==> config.mk <==
export PLATFORM = sky130hd
export DESIGN_NAME = tmc_timer_top
export DESIGN_NICKNAME = d
export VERILOG_FILES = /design/src/rtl/tmc_pkg.sv /design/src/rtl/tmc_pin_if.sv /design/src/rtl/tmc_pin_sync.sv /design/src/rtl/tmc_timer_top.sv
export SDC_FILE = /design/constraint.sdc
export NUM_CORES = 1
export LEC_CHECK = 0
export ABC_AREA = 1
export BUFFER_PORTS_ARGS = -buffer_cell sky130_fd_sc_hd__buf_2
export CELL_PAD_IN_SITES_DETAIL_PLACEMENT = 0
export CELL_PAD_IN_SITES_GLOBAL_PLACEMENT = 1
export CORE_ASPECT_RATIO = 0.75
export CORE_MARGIN = 1.5
export CORE_UTILIZATION = 42
export CTS_BUF_LIST = sky130_fd_sc_hd__clkbuf_16
export CTS_CLUSTER_DIAMETER = 30
export CTS_CLUSTER_SIZE = 20
export DETAILED_ROUTE_END_ITERATION = 10
export PLACE_DENSITY_LB_ADDON = 0.1
export SLEW_MARGIN = 30
export SYNTH_ARGS = -nofsm -noshare
export SYNTH_HDL_FRONTEND = slang
export SYNTH_SLANG_ARGS = --single-unit
export TNS_END_PERCENT = 20
==> constraint.sdc <==
create_clock -name core_clk -period 2 [get_ports core_clk]
set_clock_uncertainty 0.15 [all_clocks]
set_input_delay 0.1 -clock core_clk [delete_from_list [all_inputs] [get_ports core_clk]]
set_output_delay 0.1 -clock core_clk [all_outputs]
set_load 0.01 [all_outputs]
==> src/rtl/tmc_pkg.sv <==
// Purpose: Shared constants for the dual timer/counter block.
// Assumes: Special-function byte addresses, 8-bit data.
// Notes: Mode codes are the two-bit mode field values.
`default_nettype none
package tmc_pkg;
   // ----------------------------------------------------------------
   // Register byte addresses in the special-function space
   // ----------------------------------------------------------------
   localparam logic [7:0] ADDR_TIMER_CONTROL = 8'h88; // Run bits and overflow flags
   localparam logic [7:0] ADDR_TIMER_MODE_SELECT = 8'h89; // Mode, source, pin-qualify
   localparam logic [7:0] ADDR_TIMER0_COUNT_LOW = 8'h8A; // Timer 0 low byte
   localparam logic [7:0] ADDR_TIMER1_COUNT_LOW = 8'h8B; // Timer 1 low byte
   localparam logic [7:0] ADDR_TIMER0_COUNT_HIGH = 8'h8C; // Timer 0 high byte
   localparam logic [7:0] ADDR_TIMER1_COUNT_HIGH = 8'h8D; // Timer 1 high byte
   localparam logic [2:0] BIT_ADDR_LOW_BITS = 3'h0; // Address ends in 0 or 8
   // ----------------------------------------------------------------
   // Mode select field positions
   // ----------------------------------------------------------------
   localparam int MODE_T1_QUALIFY_BIT = 7; // Timer 1 pin-qualify
   localparam int MODE_T1_SOURCE_BIT = 6; // Timer 1 count source
   localparam int MODE_T1_FIELD_HI = 5; // Timer 1 mode_field_high
   localparam int MODE_T1_FIELD_LO = 4; // Timer 1 mode_field_low
   localparam int MODE_T0_QUALIFY_BIT = 3; // Timer 0 pin-qualify
   localparam int MODE_T0_SOURCE_BIT = 2; // Timer 0 count source
   localparam int MODE_T0_FIELD_HI = 1; // Timer 0 mode_field_high
   localparam int MODE_T0_FIELD_LO = 0; // Timer 0 mode_field_low
   // ----------------------------------------------------------------
   // Control register field positions
   // ----------------------------------------------------------------
   localparam int CTRL_T1_OVERFLOW_BIT = 7; // Timer 1 overflow flag
   localparam int CTRL_T1_RUN_BIT = 6; // timer1_run_bit
   localparam int CTRL_T0_OVERFLOW_BIT = 5; // Timer 0 overflow flag
   localparam int CTRL_T0_RUN_BIT = 4; // timer0_run_bit
   // ----------------------------------------------------------------
   // Mode codes, reset values, timing
   // ----------------------------------------------------------------
   localparam logic [1:0] MODE_PRESCALED = 2'h0; // 8-bit with 5-bit prescale
   localparam logic [1:0] MODE_WIDE = 2'h1; // 16-bit
   localparam logic [1:0] MODE_RELOAD = 2'h2; // 8-bit auto-reload
   localparam logic [1:0] MODE_SPLIT = 2'h3; // Split (timer 0) / stopped (timer 1)
   localparam int PRESCALE_BITS = 5; // Prescaler width in low byte
   localparam logic [7:0] RESET_BYTE = 8'h00; // Reset value of every register
   localparam int MACHINE_CYCLE_CLOCKS = 12; // Core clocks per internal count
endpackage
`default_nettype wire

==> src/rtl/tmc_pin_if.sv <==
// Purpose: Carries one synchronised pin level and its falling edge.
// Assumes: Both sides on core_clk.
// Notes: Driven by tmc_pin_sync, read by the timer core.
`default_nettype none
interface tmc_pin_if;
   logic level; // Synchronised pin level
   logic fall; // One-cycle pulse on a high-to-low change
   modport src (output level, output fall);
   modport sink (input level, input fall);
endinterface
`default_nettype wire

==> src/rtl/tmc_pin_sync.sv <==
// Purpose: Two-flop synchroniser with falling-edge detect for one pin.
// Assumes: Pin is asynchronous to core_clk.
// Notes: Edge is taken between the second and third flops only.
`default_nettype none
module tmc_pin_sync (
   input wire logic core_clk,
   input wire logic reset_n,
   input wire logic pin_async,
   tmc_pin_if.src pin
);
   logic meta_r; // First flop, read only by the second
   logic sync_r; // Second flop
   logic prev_r; // Previous synchronised level
   logic meta_nxt;
   logic sync_nxt;
   logic prev_nxt;

   // ----------------------------------------------------------------
   // Next values
   // ----------------------------------------------------------------
   always_comb begin
      meta_nxt = pin_async;
      sync_nxt = meta_r;
      prev_nxt = sync_r;
   end

   // ----------------------------------------------------------------
   // Registers; pins idle high after reset
   // ----------------------------------------------------------------
   always_ff @(posedge core_clk) begin
      if (!reset_n) begin
         meta_r <= 1'b1;
         sync_r <= 1'b1;
         prev_r <= 1'b1;
      end else begin
         meta_r <= meta_nxt;
         sync_r <= sync_nxt;
         prev_r <= prev_nxt;
      end
   end

   assign pin.level = sync_r;
   assign pin.fall = prev_r & ~sync_r;
endmodule
`default_nettype wire

==> src/rtl/tmc_timer_top.sv <==
// Purpose: Two timer/counter channels behind special-function registers.
// Assumes: Core drives one-cycle read, byte-write and bit-write strobes.
// Notes: Internal count rate is one tick per machine cycle.
//
// Function
// RULE_01: Timer 1 qualify: needs pin high and run
// RULE_02: Timer 0 qualify: needs pin high and run
// RULE_03: Qualify clear: pin ignored, run bit alone
// RULE_04: Timer 1 source: machine cycles or pin falls
// RULE_05: Timer 0 source: machine cycles or pin falls
// RULE_06: Mode 00: 8-bit count, 5-bit prescaler
// RULE_07: Mode 01: full 16-bit counter
// RULE_08: Mode 10: low byte reloads from high
// RULE_09: Mode 11: timer 0 split, high uses timer 1 controls
// RULE_10: Timer 1 mode 11 holds its value
// RULE_11: Bit access only at addresses ending 0/8
// RULE_12: Indirect accesses are ignored
// RULE_13: Rollover to zero sets overflow flag; timer 1 rollover sets no flag while timer 0 is in mode 11
// RULE_14: Mode field bit positions per timer
`default_nettype none
module tmc_timer_top #(
   parameter int MACH_DIV = tmc_pkg::MACHINE_CYCLE_CLOCKS
) (
   input wire logic core_clk,
   input wire logic reset_n,
   input wire logic [7:0] sfr_addr,
   input wire logic sfr_indirect,
   input wire logic sfr_rd,
   input wire logic sfr_wr,
   input wire logic [7:0] sfr_wdata,
   input wire logic sfr_bit_wr,
   input wire logic [2:0] sfr_bit_sel,
   input wire logic sfr_bit_val,
   input wire logic ext_irq_pin_zero,
   input wire logic ext_irq_pin_one,
   input wire logic timer0_count_pin,
   input wire logic timer1_count_pin,
   output logic [7:0] sfr_rdata,
   output logic timer0_overflow,
   output logic timer1_overflow
);
   // ----------------------------------------------------------------
   // Elaboration check
   // ----------------------------------------------------------------
   if (MACH_DIV < 1 || MACH_DIV > 16) begin : g_bad_div
      $error("MACH_DIV must lie in 1..16");
   end

   // ----------------------------------------------------------------
   // Pin synchronisers
   // ----------------------------------------------------------------
   tmc_pin_if irq0_p (); // ext_irq_pin_zero
   tmc_pin_if irq1_p (); // ext_irq_pin_one
   tmc_pin_if cnt0_p (); // timer0_count_pin
   tmc_pin_if cnt1_p (); // timer1_count_pin

   tmc_pin_sync u_irq0 (.core_clk(core_clk), .reset_n(reset_n), .pin_async(ext_irq_pin_zero), .pin(irq0_p));
   tmc_pin_sync u_irq1 (.core_clk(core_clk), .reset_n(reset_n), .pin_async(ext_irq_pin_one), .pin(irq1_p));
   tmc_pin_sync u_cnt0 (.core_clk(core_clk), .reset_n(reset_n), .pin_async(timer0_count_pin), .pin(cnt0_p));
   tmc_pin_sync u_cnt1 (.core_clk(core_clk), .reset_n(reset_n), .pin_async(timer1_count_pin), .pin(cnt1_p));

   // ----------------------------------------------------------------
   // State
   // ----------------------------------------------------------------
   logic [3:0] mc_cnt_r; // Machine-cycle divider
   logic [3:0] mc_cnt_nxt;
   logic mc_en; // One-cycle pulse per machine cycle
   logic [7:0] timer_control_r; // Run bits and overflow flags
   logic [7:0] timer_control_nxt;
   logic [7:0] timer_mode_select_r; // Mode select register
   logic [7:0] timer_mode_select_nxt;
   logic [7:0] timer0_count_low_r; // Timer 0 low byte
   logic [7:0] timer0_count_low_nxt;
   logic [7:0] timer0_count_high_r; // Timer 0 high byte
   logic [7:0] timer0_count_high_nxt;
   logic [7:0] timer1_count_low_r; // Timer 1 low byte
   logic [7:0] timer1_count_low_nxt;
   logic [7:0] timer1_count_high_r; // Timer 1 high byte
   logic [7:0] timer1_count_high_nxt;
   logic [7:0] rdata_r; // Registered read data
   logic [7:0] rdata_nxt;

   // Decoded controls
   logic [1:0] mode0; // Timer 0 mode field
   logic [1:0] mode1; // Timer 1 mode field
   logic run0; // Timer 0 run bit
   logic run1; // Timer 1 run bit
   logic enable0; // Timer 0 allowed to count
   logic enable1; // Timer 1 allowed to count
   logic tick0; // Timer 0 advances this cycle
   logic tick1; // Timer 1 advances this cycle
   logic tick0_high; // Split high byte advances
   logic [16:0] step0; // {carry, high, low} for timer 0
   logic [16:0] step1; // {carry, high, low} for timer 1
   logic [8:0] split_high; // Split high byte plus carry
   logic ovf0; // Timer 0 rollover event
   logic ovf1; // Timer 1 flag event
   logic direct_acc; // Access is by direct address

   // ----------------------------------------------------------------
   // One count step for a given mode: returns {carry, high, low}
   // ----------------------------------------------------------------
   function automatic logic [16:0] count_step(input logic [1:0] m, input logic [7:0] lo, input logic [7:0] hi);
      logic [13:0] s13;
      logic [16:0] s16;
      logic [8:0] s8;
      s13 = {1'b0, hi, lo[tmc_pkg::PRESCALE_BITS-1:0]} + 14'h0001;
      s16 = {1'b0, hi, lo} + 17'h00001;
      s8 = {1'b0, lo} + 9'h001;
      unique case (m)
         // Upper three low-byte bits stay put in the prescaled mode
         tmc_pkg::MODE_PRESCALED: count_step = {s13[13], s13[12:5], lo[7:5], s13[4:0]}; // RULE_06
         tmc_pkg::MODE_WIDE: count_step = s16; // RULE_07
         tmc_pkg::MODE_RELOAD: count_step = {s8[8], hi, (s8[8] ? hi : s8[7:0])}; // RULE_08
         tmc_pkg::MODE_SPLIT: count_step = {s8[8], hi, s8[7:0]}; // RULE_09
      endcase
   endfunction

   // ----------------------------------------------------------------
   // Count qualification
   // ----------------------------------------------------------------
   always_comb begin
      mode0 = {timer_mode_select_r[tmc_pkg::MODE_T0_FIELD_HI],
               timer_mode_select_r[tmc_pkg::MODE_T0_FIELD_LO]}; // RULE_14
      mode1 = {timer_mode_select_r[tmc_pkg::MODE_T1_FIELD_HI],
               timer_mode_select_r[tmc_pkg::MODE_T1_FIELD_LO]}; // RULE_14
      run0 = timer_control_r[tmc_pkg::CTRL_T0_RUN_BIT];
      run1 = timer_control_r[tmc_pkg::CTRL_T1_RUN_BIT];
      // Qualify bit set: pin must be high too; clear: pin ignored
      enable0 = run0 & (~timer_mode_select_r[tmc_pkg::MODE_T0_QUALIFY_BIT] | irq0_p.level); // RULE_02 RULE_03
      enable1 = run1 & (~timer_mode_select_r[tmc_pkg::MODE_T1_QUALIFY_BIT] | irq1_p.level); // RULE_01 RULE_03
      // Source: internal machine cycle or synchronised pin fall
      tick0 = enable0 & (timer_mode_select_r[tmc_pkg::MODE_T0_SOURCE_BIT] ? cnt0_p.fall : mc_en); // RULE_05
      tick1 = enable1 & (timer_mode_select_r[tmc_pkg::MODE_T1_SOURCE_BIT] ? cnt1_p.fall : mc_en) &
              (mode1 != tmc_pkg::MODE_SPLIT); // RULE_04 RULE_10
      // Split high byte is a plain timer gated by timer 1 run bit only
      tick0_high = (mode0 == tmc_pkg::MODE_SPLIT) & run1 & mc_en; // RULE_09
      step0 = count_step(mode0, timer0_count_low_r, timer0_count_high_r);
      step1 = count_step(mode1, timer1_count_low_r, timer1_count_high_r);
      split_high = {1'b0, timer0_count_high_r} + 9'h001;
   end

   // ----------------------------------------------------------------
   // Register next values: counting, then software writes
   // ----------------------------------------------------------------
   always_comb begin
      mc_cnt_nxt = (mc_cnt_r == 4'(MACH_DIV - 1)) ? 4'h0 : mc_cnt_r + 4'h1;
      timer_control_nxt = timer_control_r;
      timer_mode_select_nxt = timer_mode_select_r;
      timer0_count_low_nxt = timer0_count_low_r;
      timer0_count_high_nxt = timer0_count_high_r;
      timer1_count_low_nxt = timer1_count_low_r;
      timer1_count_high_nxt = timer1_count_high_r;
      rdata_nxt = rdata_r;
      ovf0 = 1'b0;
      ovf1 = 1'b0;
      direct_acc = ~sfr_indirect; // RULE_12
      // Timer 0 advance
      if (tick0) begin
         timer0_count_low_nxt = step0[7:0];
         if (mode0 != tmc_pkg::MODE_SPLIT) begin
            timer0_count_high_nxt = step0[15:8];
         end
         ovf0 = step0[16]; // RULE_13
      end
      // Split high byte advance takes over timer 1 flag
      if (tick0_high) begin
         timer0_count_high_nxt = split_high[7:0];
         ovf1 = split_high[8]; // RULE_09 RULE_13
      end
      // Timer 1 advance; flag owned by split high byte in split mode
      if (tick1) begin
         timer1_count_low_nxt = step1[7:0];
         timer1_count_high_nxt = step1[15:8];
         if (mode0 != tmc_pkg::MODE_SPLIT) begin
            ovf1 = step1[16]; // RULE_13
         end
      end
      // Byte writes, direct addressing only; a write beats a count step
      if (sfr_wr && direct_acc) begin // RULE_12
         unique case (sfr_addr)
            tmc_pkg::ADDR_TIMER_CONTROL: timer_control_nxt = sfr_wdata;
            tmc_pkg::ADDR_TIMER_MODE_SELECT: timer_mode_select_nxt = sfr_wdata;
            tmc_pkg::ADDR_TIMER0_COUNT_LOW: timer0_count_low_nxt = sfr_wdata;
            tmc_pkg::ADDR_TIMER1_COUNT_LOW: timer1_count_low_nxt = sfr_wdata;
            tmc_pkg::ADDR_TIMER0_COUNT_HIGH: timer0_count_high_nxt = sfr_wdata;
            tmc_pkg::ADDR_TIMER1_COUNT_HIGH: timer1_count_high_nxt = sfr_wdata;
            default: ;
         endcase
      end
      // Bit writes only reach bit-addressable locations
      if (sfr_bit_wr && direct_acc && (sfr_addr[2:0] == tmc_pkg::BIT_ADDR_LOW_BITS) &&
          (sfr_addr == tmc_pkg::ADDR_TIMER_CONTROL)) begin // RULE_11 RULE_12
         timer_control_nxt[sfr_bit_sel] = sfr_bit_val;
      end
      // Hardware set wins over a software clear in the same cycle
      if (ovf0) begin
         timer_control_nxt[tmc_pkg::CTRL_T0_OVERFLOW_BIT] = 1'b1; // RULE_13
      end
      if (ovf1) begin
         timer_control_nxt[tmc_pkg::CTRL_T1_OVERFLOW_BIT] = 1'b1; // RULE_13
      end
      // Read mux; unmapped or indirect reads return zero
      if (sfr_rd) begin
         rdata_nxt = 8'h00;
         if (direct_acc) begin // RULE_12
            unique case (sfr_addr)
               tmc_pkg::ADDR_TIMER_CONTROL: rdata_nxt = timer_control_r;
               tmc_pkg::ADDR_TIMER_MODE_SELECT: rdata_nxt = timer_mode_select_r;
               tmc_pkg::ADDR_TIMER0_COUNT_LOW: rdata_nxt = timer0_count_low_r;
               tmc_pkg::ADDR_TIMER1_COUNT_LOW: rdata_nxt = timer1_count_low_r;
               tmc_pkg::ADDR_TIMER0_COUNT_HIGH: rdata_nxt = timer0_count_high_r;
               tmc_pkg::ADDR_TIMER1_COUNT_HIGH: rdata_nxt = timer1_count_high_r;
               default: rdata_nxt = 8'h00;
            endcase
         end
      end
   end

   // Machine-cycle pulse from the divider
   assign mc_en = (mc_cnt_r == 4'(MACH_DIV - 1));

   // ----------------------------------------------------------------
   // Registers
   // ----------------------------------------------------------------
   always_ff @(posedge core_clk) begin
      if (!reset_n) begin
         mc_cnt_r <= 4'h0;
         timer_control_r <= tmc_pkg::RESET_BYTE;
         timer_mode_select_r <= tmc_pkg::RESET_BYTE;
         timer0_count_low_r <= tmc_pkg::RESET_BYTE;
         timer0_count_high_r <= tmc_pkg::RESET_BYTE;
         timer1_count_low_r <= tmc_pkg::RESET_BYTE;
         timer1_count_high_r <= tmc_pkg::RESET_BYTE;
         rdata_r <= tmc_pkg::RESET_BYTE;
      end else begin
         mc_cnt_r <= mc_cnt_nxt;
         timer_control_r <= timer_control_nxt;
         timer_mode_select_r <= timer_mode_select_nxt;
         timer0_count_low_r <= timer0_count_low_nxt;
         timer0_count_high_r <= timer0_count_high_nxt;
         timer1_count_low_r <= timer1_count_low_nxt;
         timer1_count_high_r <= timer1_count_high_nxt;
         rdata_r <= rdata_nxt;
      end
   end

   // Outputs straight from flops
   assign sfr_rdata = rdata_r;
   assign timer0_overflow = timer_control_r[tmc_pkg::CTRL_T0_OVERFLOW_BIT];
   assign timer1_overflow = timer_control_r[tmc_pkg::CTRL_T1_OVERFLOW_BIT];
endmodule
`default_nettype wire

==> impl_metrics.toml, run 1 <==
[yosys]
avgSynthCellArea_um2 = 6.10
synth_edf_count = 0
ys_top_cells_by_area = "dfxtp_1, nand2_1, nand3_1, a21oi_1, inv_1"
synth_area_leader_cell = "dfxtp_1"
async_flop_share_pct = 0
seq_area_frac_synth_pct = 29.9
synth_nets = 801
synthesis.instances = 767
synth_top_area_share_pct = 29.9
synthDistinctLibCells = 35
ys.flop_type = "dfxtp_1"
syn-cell-area_um2 = 4680
synth-seq-cells = 70
ys_warn_count = 0

[cells_and_area]
final_util_pct = 51.8
final_common_cell = "nand2_1"
multi_input_area_um2 = 2900
drive_above_1_share_pct = 17.0
seqCellArea_um2 = 1410
fillers = 1133
diodes = 0
final_cell_mix = "nand2_1, inv_1, nand3_1"
layout.nets = 866
fin_cells = 977
area.growth.synth_to_final_pct = 20.5

[placed_design]
port_buffers = 39
gp_congestion = 0.934
dpl.cell_count = 955
dpl.hpwl_um = 12300
place_ws_ns = -0.0123

[timing]
holdWs_ns = 0.00256
finalCritPeriodShare_pct = 93.8
finalSetupViolations = 0
max_freq_mhz = 533
relSlewSlack_pct = 65.7
tns_ns = 0
final_hold_viol_count = 0
fin_ws_ns = 0.123
period_minus_slack_ns = 1.88
worst_pin_slew_ns = 0.513
slew_viol_final = 0

[power]
swShare_pct = 23.8
power.leakage_nw = 2.37
p_per_area_nw_per_um2 = 599
p_sw_uw = 805
p_int_mw = 2.57
power_frac_clock_pct = 52.1
p_comb_share_pct = 6.0
ir_drop_v = 0.000384
pwr-share-seq_pct = 41.9

[clock_network]
post_cts_buffers = 0
cts_root_buf = "clkbuf_16"
cts_tree = "built"
cts.clk_slew.worst_paths_ns = 0.06
numClockSinks = 70
cts_inserted_buffers = 9
cts_max_level = 3
cts_buffer_depth = 2
clk_latency_ns = 0.34

[setup_path]
worstSetupEndpointType = "flop"
critPathLaunchType = "flop"
cp_max_fo = 5
critPathArrivalTime_ns = 1.96
worstPathRequired_ns = 2.09
path_class = "flop to flop"
crit_slowest_cell = "dfxtp_2"
slowest_delay_ns = 0.35
worstPathCellList = "ha_4 > nand2_2 > nor3_4 > nand3_2 > nand2_1 > nand3_2 > o21ai_1 > nand3_1 > nand2_1 > inv_1"

[floorplan]
rows = 33
initial_core_util_pct = 43.0
die_x_um = 125
io_pins = 40
die_area_um2 = 11800
die-height_um = 94.4
coreArea_um2 = 10900

[grt]
antenna_found_initial = 0
grt_max_degree = 28
grt_pass1_wl_um = 26000
grt_usage_pct = 28.4
grt_pass1_vias = 4770
grt-ovfl-total = 0

[run_status]
status = "completed"

[drt]
wl_um = 16300
first_pass_iters = 7
vias = 5356
viasPerCell = 5.48
drt_iter0_markers = 522
wl_per_cell_um = 16.7
antenna_left = 0
drc_errors = 0

[run]
cap_violations = 0

[hold_path]
hold_path_class = "primary input to flop"
[final cells by class]
| class | instances | share of cell area, % |
|---|---|---|
| Multi-Input combinational cell | 580 | 51.4 |
| Sequential cell | 70 | 25.0 |
| Timing Repair Buffer | 74 | 8.38 |
| Inverter | 97 | 6.45 |
| Clock buffer | 9 | 3.99 |
| Tap cell | 140 | 3.10 |
| Clock inverter | 7 | 1.73 |
[sequential cells by signal (all words and copies together) (netlist names)]
name                 count
sfr_rdata                8
timer0_count_high_r      8
timer0_count_low_r       8
timer1_count_high_r      8
timer1_count_low_r       8
timer_control_r          8
timer_mode_select_r      8
mc_cnt_r                 4
u_cnt0.meta_r            1
u_cnt0.pin.level         1
u_cnt0.prev_r            1
u_cnt1.meta_r            1
u_cnt1.pin.level         1
u_cnt1.prev_r            1
u_irq0.meta_r            1
u_irq0.pin.level         1
u_irq1.meta_r            1
u_irq1.pin.level         1
[through the flow]
stage	power (mW)	cell area, um2
finish	3.38	5640
global route	3.50	5640
CTS	3.40	5570
detailed placement	1.63	5180
global placement	1.63	5180
floorplan	1.54	4680
[synthesized netlist by cell type (9+ instances only)]
library cell and n:
a21oi_1 69, buf_2 10, dfxtp_1 70, inv_1 86, nand2_1 186, nand3_1 84
nand4_1 14, nor2_1 85, o21ai_0 60, or2_2 9
[worst max-delay path: cells and delay by family, from the launching register on]
family / cells / cell delay [ns]
DFF: 1 / 0.35
and+or+nand+nor: 7 / 0.92
buffers and inverters: 1 / 0.03
AOI/OAI and AO/OA: 1 / 0.15
adders and majority gates: 1 / 0.18
[final timing paths]
kind                                       startpoint                      to  slack, ns  cells past startpoint
worst min-delay path                   sfr_bit_sel[0]      timer_control_r[4]      0.003                      5
worst min register to register          u_cnt0.meta_r        u_cnt0.pin.level       0.26                      1
worst max register to register  timer1_count_low_r[0]  timer1_count_high_r[4]       0.12                     10
worst max-delay path            timer1_count_low_r[0]  timer1_count_high_r[4]       0.12                     10
[timing repair]
| action | 4_1_cts | 5_1_grt |
|---|---|---|
| pin swaps | 0 | 4 |
| gates resized for setup | 2 | 23 |
| endpoints found under the hold margin | 11 | 0 |
| endpoints found under the setup margin | 5 | 32 |
| hold buffers | 6 | 0 |
[logic make-up (layout without fill, tap and decap cells)]
group                    after synthesis  count (layout)  synth area share, %
adder cells (fa/ha/maj)                4               4                 1.07
XOR/XNOR                               9               9                 1.68
buffers and inverters                117             187                 9.65
AND/OR/NAND/NOR                      411             411                 39.9
AO/OA/AOI/OAI                        156             156                 17.7
flip-flops                            70              70                 29.9
[power groups by stage]
| stage | registers (mW) | clock network [mW] | logic, mW |
|---|---|---|---|
| global placement | 1.45 | 0 | 0.186 |
| floorplan | 1.44 | 0 | 0.0927 |
| CTS | 1.42 | 1.79 | 0.196 |
| finish | 1.42 | 1.76 | 0.202 |
| detailed placement | 1.45 | 0 | 0.186 |
| global route | 1.42 | 1.86 | 0.222 |
[layer usage]
layer | share of wire (%) | track usage (%) | vias up
met1 | 50 | 41.6 | 2494
met4 | 1.0 | 5.97 | 0
met2 | 42 | 43.4 | 201
met5 | 0 | 0 | -
li1 | - | - | 2648
met3 | 6.9 | 5.44 | 13
No activity file was read; power rests on OpenSTA's default activity.
==> run 2, diff against run 1 <==
Settings changed: CORE_ASPECT_RATIO 0.75 to 1.25, SLEW_MARGIN 30 to not set.
==> run 2 against run 1 <==
  * The run now ends with hold timing left
  * Critical path depth rose by 2
  * Final area rose by 0.35%
  * Global-route usage fell by 0.18 points
==> impl_metrics.toml, run 2 (synthesis results as in run 1) <==
[power]
power.leakage_nw = 2.38
p_per_area_nw_per_um2 = 602
finalPower_mw = 3.41
ir_drop_v = 0.000357

[grt]
grt-ovfl-total = 0
grt_max_degree = 41
grt_usage_pct = 28.2
grt_pass1_vias = 5121
antenna_found_initial = 0
grt_pass1_wl_um = 26000

[placed_design]
dpl.hpwl_um = 12600
dpl.cell_count = 948
gp_congestion = 0.930
port_buffers = 39

[cells_and_area]
drive_above_1_share_pct = 17.2
fillers = 1154
fin_cells = 971
diodes = 0
final_common_cell = "nand2_1"
layout.nets = 868
area.growth.synth_to_final_pct = 20.9
final_cell_mix = "nand2_1, inv_1, nand3_1"
final_util_pct = 52.8

[timing]
finalSetupViolations = 0
holdWs_ns = -0.000657
final_hold_viol_count = 1
rsz0062_at_grt = "true"
relSlewSlack_pct = 53.9
period_minus_slack_ns = 1.91
slew_viol_final = 0
max_freq_mhz = 524
worst_pin_slew_ns = 0.691
finalCritPeriodShare_pct = 95.4
tns_ns = 0

[drt]
wl_per_cell_um = 16.7
first_pass_iters = 5
antenna_left = 0
drc_errors = 0
vias = 5271
wl_um = 16200
drt_iter0_markers = 316
viasPerCell = 5.43

[run_status]
violations = "hold timing"
status = "complete, but fails checks"

[floorplan]
rows = 42
die_area_um2 = 11800
coreArea_um2 = 10700
die-height_um = 121
initial_core_util_pct = 43.7
die_x_um = 97.4
io_pins = 40

[setup_path]
reg2reg_from = "timer1_count_low_r[0]"
crit_slowest_cell = "dfxtp_1"
r2r_setup_slack_ns = 0.09
path_class = "flop to flop"
critPathMostFrequentCell = "nand2_1"
rr_worst_depth = 12
critPathLaunchType = "flop"
critPathBufInv = 3
cp_max_fo = 4
worstPathCellList = "buf_4 > inv_1 > nor2_2 > nand2_1 > nor2_1 > nand2_1 > nand3_1 > nand3b_1 > nand2_1 > nand3_1 > nand2_1 > inv_1"
worstSetupEndpointType = "flop"
worstPathRequired_ns = 2.09
critPathArrivalTime_ns = 1.99
slowest_delay_ns = 0.42
cp_top_family = "simple AND/OR/NAND/NOR gates"
worst_r2r_endpoint = "timer1_count_high_r[7]"

[hold_path]
min_to = "timer_control_r[0]"
min-delay-start = "sfr_bit_sel[0]"
hold_path_class = "primary input to flop"
hold_depth = 5

[clock_network]
cts.clk_slew.worst_paths_ns = 0.06
clk_latency_ns = 0.34
cts_inserted_buffers = 9
cts_max_level = 3
cts_root_buf = "clkbuf_16"
post_cts_buffers = 0
cts_tree = "built"
cts_buffer_depth = 2
numClockSinks = 70

[run]
cap_violations = 0
[run 2: cell count changes in the layout (fill, tap and decap cells not counted), sizes merged]
cell / previous run / this run
dlygate4sd3: 6 / 7
inv: 97 / 96
clkinvlp: 1 / 0
clkinv: 4 / 6
buf: 68 / 69
[run 2: worst max path at each step]
| stage | slack (ns) | to | from | cells past startpoint |
|---|---|---|---|---|
| after detailed placement | -0.01 | timer0_count_high_r[2] | mc_cnt_r[0] | 10 |
| after floorplan | 0.20 | timer1_count_high_r[4] | timer1_count_low_r[0] | 10 |
| after global placement | 0.03 | timer0_count_high_r[3] | mc_cnt_r[0] | 12 |
| after CTS | 0.03 | timer0_count_high_r[2] | timer0_count_low_r[0] | 10 |
| final | 0.09 | timer1_count_high_r[7] | timer1_count_low_r[0] | 12 |
| after global routing | -0.05 | timer1_count_high_r[4] | timer1_count_low_r[0] | 10 |
[run 2: repair_timing]
action	CTS	global route
resized for setup	1	24
gates cloned	0	0
endpoints found under the setup margin	4	31
hold buffers	7	0
pin swaps	0	1
endpoints found under the hold margin	15	0
[run 2: worst reg2reg max path, stage by stage, from the launching register on]
cell,delay (ns)
dfxtp_1,0.42
buf_4,0.18
inv_1,0.05
nor2_2,0.18
nand2_1,0.20
nor2_1,0.14
nand2_1,0.06
nand3_1,0.08
nand3b_1,0.10
nand2_1,0.07
nand3_1,0.07
nand2_1,0.08
inv_1,0.04
[run 2: layer usage]
layer  wire length (um)  up-vias  GRT usage (%)
met5                  0        -              0
met4                610        0           12.7
met3                702       37           3.86
met2               8000      162           49.1
met1               6910     2408           34.6
li1                   -     2664              -
[run 2: power breakdown]
part | internal [mW] | leakage, nW | total (mW) | switching [mW]
clock | 1.11 | 0.162 | 1.79 | 0.679
combinational | 0.0671 | 1.65 | 0.200 | 0.133
sequential | 1.41 | 0.567 | 1.42 | 0.00850
[run 2: metrics by stage]
step	setup slack (ns)	area (um2)
floorplan	0.202	4680
global placement	0.0274	5180
detailed placement	-0.0136	5180
CTS	0.0315	5580
global route	-0.0460	5660
finish	0.0915	5660
[run 2: final cells by class]
cell class                      count  area (um2)  share of cell area [%]
Clock buffer                        9         225                    3.98
Clock inverter                      7         106                    1.88
Inverter                           97         364                    6.43
Multi-Input combinational cell    580        2910                    51.3
Sequential cell                    70        1400                    24.8
Tap cell                          132         165                    2.92
Timing Repair Buffer               76         490                    8.66
==> run 3, diff against run 2 <==
Settings changed: ABC_AREA 1 to 0, CORE_UTILIZATION 42 to 45, HOLD_SLACK_MARGIN set to 0.05, PLACE_DENSITY set to 0.83, PLACE_DENSITY_LB_ADDON 0.1 to not set.
==> run 3 against run 2 <==
  * The flow finishes with violations (setup timing)
  * Fmax shrank 5.3%
  * Sequential power about the same
  * Sequential cell count unchanged
  * Combinational power rose by 26%
  * Via count decreased by 12%
  * Area after synthesis is 11% lower
  * Non-clock buffer count is 82 higher
  * Clock-buffer cell count unchanged
  * Die area down 16%
  * Final area is 4.2% higher
  * Core utilization is 12 points higher
==> impl_metrics.toml, run 3 <==
[drt]
antenna_left = 0
first_pass_iters = 5
wl_per_cell_um = 19.4
vias = 4620
drt_iter0_markers = 401
drc_errors = 0
wl_um = 15000
viasPerCell = 5.98

[setup_path]
critPathLaunchType = "flop"
worstSetupEndpointType = "flop"
slowest_delay_ns = 0.33
cp_top_family = "simple AND/OR/NAND/NOR gates"
crit_slowest_cell = "dfxtp_1"
critPathBufInv = 2
cp_max_fo = 7
worstPathCellList = "ha_2 > nand4_1 > buf_4 > nor4_4 > buf_6 > mux2i_1 > nand2_1 > o2111ai_1 > o21ai_0"
r2r_setup_slack_ns = -0.02
rr_worst_depth = 9
path_class = "flop to flop"
worst_r2r_endpoint = "timer0_count_low_r[0]"
worstPathRequired_ns = 2.06
critPathArrivalTime_ns = 2.07
reg2reg_from = "timer0_count_low_r[1]"

[yosys]
synth_nets = 535
synth_area_leader_cell = "dfxtp_1"
ys.flop_type = "dfxtp_1"
syn-cell-area_um2 = 4190
avgSynthCellArea_um2 = 8.36
ys_top_cells_by_area = "dfxtp_1, o21ai_0, a21oi_1, mux4_2, nor2_1"
async_flop_share_pct = 0
seq_area_frac_synth_pct = 33.5
synthesis.instances = 501
synthDistinctLibCells = 64
synth_most_common_cell = "dfxtp_1"
synth_top_area_share_pct = 33.5
synth_edf_count = 0
yosys-top-cells-count = "dfxtp_1, nor2_1, o21ai_0"
synth-seq-cells = 70
ys_warn_count = 0

[clock_network]
cts_buffer_depth = 2
cts.clk_slew.worst_paths_ns = 0.06
cts_tree = "built"
clk_latency_ns = 0.34
cts_root_buf = "clkbuf_16"
numClockSinks = 70
cts_inserted_buffers = 9
cts_max_level = 3

[cells_and_area]
fin_cells = 773
drive_above_1_share_pct = 34.0
area.growth.synth_to_final_pct = 40.8
final_common_cell = "buf_4"
final_cell_mix = "buf_4, dfxtp_1, nor2_1"
diodes = 0
layout.nets = 679

[hold_path]
min_to = "timer1_count_low_r[1]"
hold_path_class = "primary input to flop"
hold_depth = 3
min-delay-start = "sfr_addr[0]"

[run_status]
status = "complete, but fails checks"
violations = "setup timing"

[grt]
grt_pass1_vias = 4450
grt_max_degree = 27
antenna_found_initial = 0
grt_pass1_wl_um = 23000
grt-ovfl-total = 0
grt_usage_pct = 31.1

[floorplan]
die_x_um = 89.3
coreArea_um2 = 9080
die-height_um = 111
rows = 39
die_area_um2 = 9900
io_pins = 40
initial_core_util_pct = 46.1

[placed_design]
dpl.cell_count = 735
gp_congestion = 1.03
dpl.hpwl_um = 11100
port_buffers = 39
place_ws_ns = -0.132

[timing]
final_hold_viol_count = 0
worst_pin_slew_ns = 0.508
tns_ns = -0.0466
fin_ws_ns = -0.0163
finalCritPeriodShare_pct = 101
slew_viol_final = 0
max_freq_mhz = 496
period_minus_slack_ns = 2.02
relSlewSlack_pct = 66.1
rsz0062_at_grt = "true"
finalSetupViolations = 4

[power]
finalPower_mw = 3.26
p_per_area_nw_per_um2 = 554
ir_drop_v = 0.000437
power.leakage_nw = 2.33

[run]
cap_violations = 0
==> run 3: cell types whose count changed after synthesis, sizes merged, moves of 11 or more <==
cell,delta
nor2,-44
inv,-80
and3,+12
nand2,-154
nand3,-68
mux2i,+15
o21ai,-17
a21oi,-27
nand2b,+14
nand3b,+11
==> run 3: kinds of logic (layout without fill, tap and decap cells) <==
family	Yosys count	count (layout)	share of synthesized area, %
multiplexers	26	26	8.69
XOR/XNOR	16	16	3.35
flip-flops	70	70	33.5
AND/OR/NAND/NOR	200	200	26.4
buffers and inverters	39	188	4.21
AO/OA/AOI/OAI	146	146	22.7
adder cells (fa/ha/maj)	4	4	1.20
==> run 3: worst register-to-register path, cell delays in order (launching register included) <==
cell and delay (ns):
dfxtp_1 0.33, ha_2 0.18, nand4_1 0.13, buf_4 0.20, nor4_4 0.23, buf_6 0.18, mux2i_1 0.19, nand2_1 0.07
o2111ai_1 0.09, o21ai_0 0.12
==> run 3: metrics by stage <==
| stage | area [um2] | utilization [%] | hold WS [ns] |
|---|---|---|---|
| 5_1_grt | 5900 | 65.0 | 0.0839 |
| 6_report | 5900 | 65.0 | 0.0386 |
| 4_1_cts | 5730 | 63.1 | 0.0559 |
| 2_1_floorplan | 4220 | - | 0.0515 |
| 3_5_place_dp | 5190 | 57.2 | 0.133 |
| 3_3_place_gp | 5190 | 57.2 | 0.130 |
==> run 3: metal layers <==
| metal | vias to the layer above | part of all wire [%] | GRT usage, % |
|---|---|---|---|
| li1 | 2152 | - | - |
| met1 | 2173 | 38 | 37.9 |
| met2 | 218 | 48 | 49.7 |
| met3 | 77 | 6.7 | 5.21 |
| met4 | 0 | 7.0 | 19.4 |
| met5 | - | 0 | 0 |
==> run 3: how the worst max path moves through the flow <==
stage | from | end | slack (ns) | cells past startpoint
after global placement | sfr_addr[5] | timer0_count_low_r[6] | -0.14 | 7
final | timer0_count_low_r[1] | timer0_count_low_r[0] | -0.02 | 9
after detailed placement | sfr_addr[5] | timer0_count_low_r[6] | -0.13 | 7
after CTS | timer1_count_low_r[0] | timer1_count_high_r[7] | -0.01 | 6
after global routing | mc_cnt_r[0] | timer1_count_high_r[2] | -0.11 | 8
after floorplan | mc_cnt_r[1] | timer1_count_low_r[2] | -0.02 | 8
==> run 3: layout make-up <==
type	instances	area, um2
inverter	14	52.6
fill	799	3180
tap	123	154
multi-input combinational	392	2840
timing repair buffer	158	1150
clock inverter	7	63.8
sequential	70	1410
clock buffer	9	225
==> run 3: report_power, final <==
| group | switching [mW] | internal (mW) |
|---|---|---|
| clock | 0.629 | 0.956 |
| combinational | 0.139 | 0.113 |
| sequential | 0.0140 | 1.41 |
==> run 3: what timing repair did <==
action                                  in CTS  in global routing
endpoints found under the setup margin      15                 26
hold buffers                                16                  0
pin swaps                                    7                 24
resized for setup                           19                 35
buffers inserted                             1                  5
endpoints found under the hold margin       41                  0
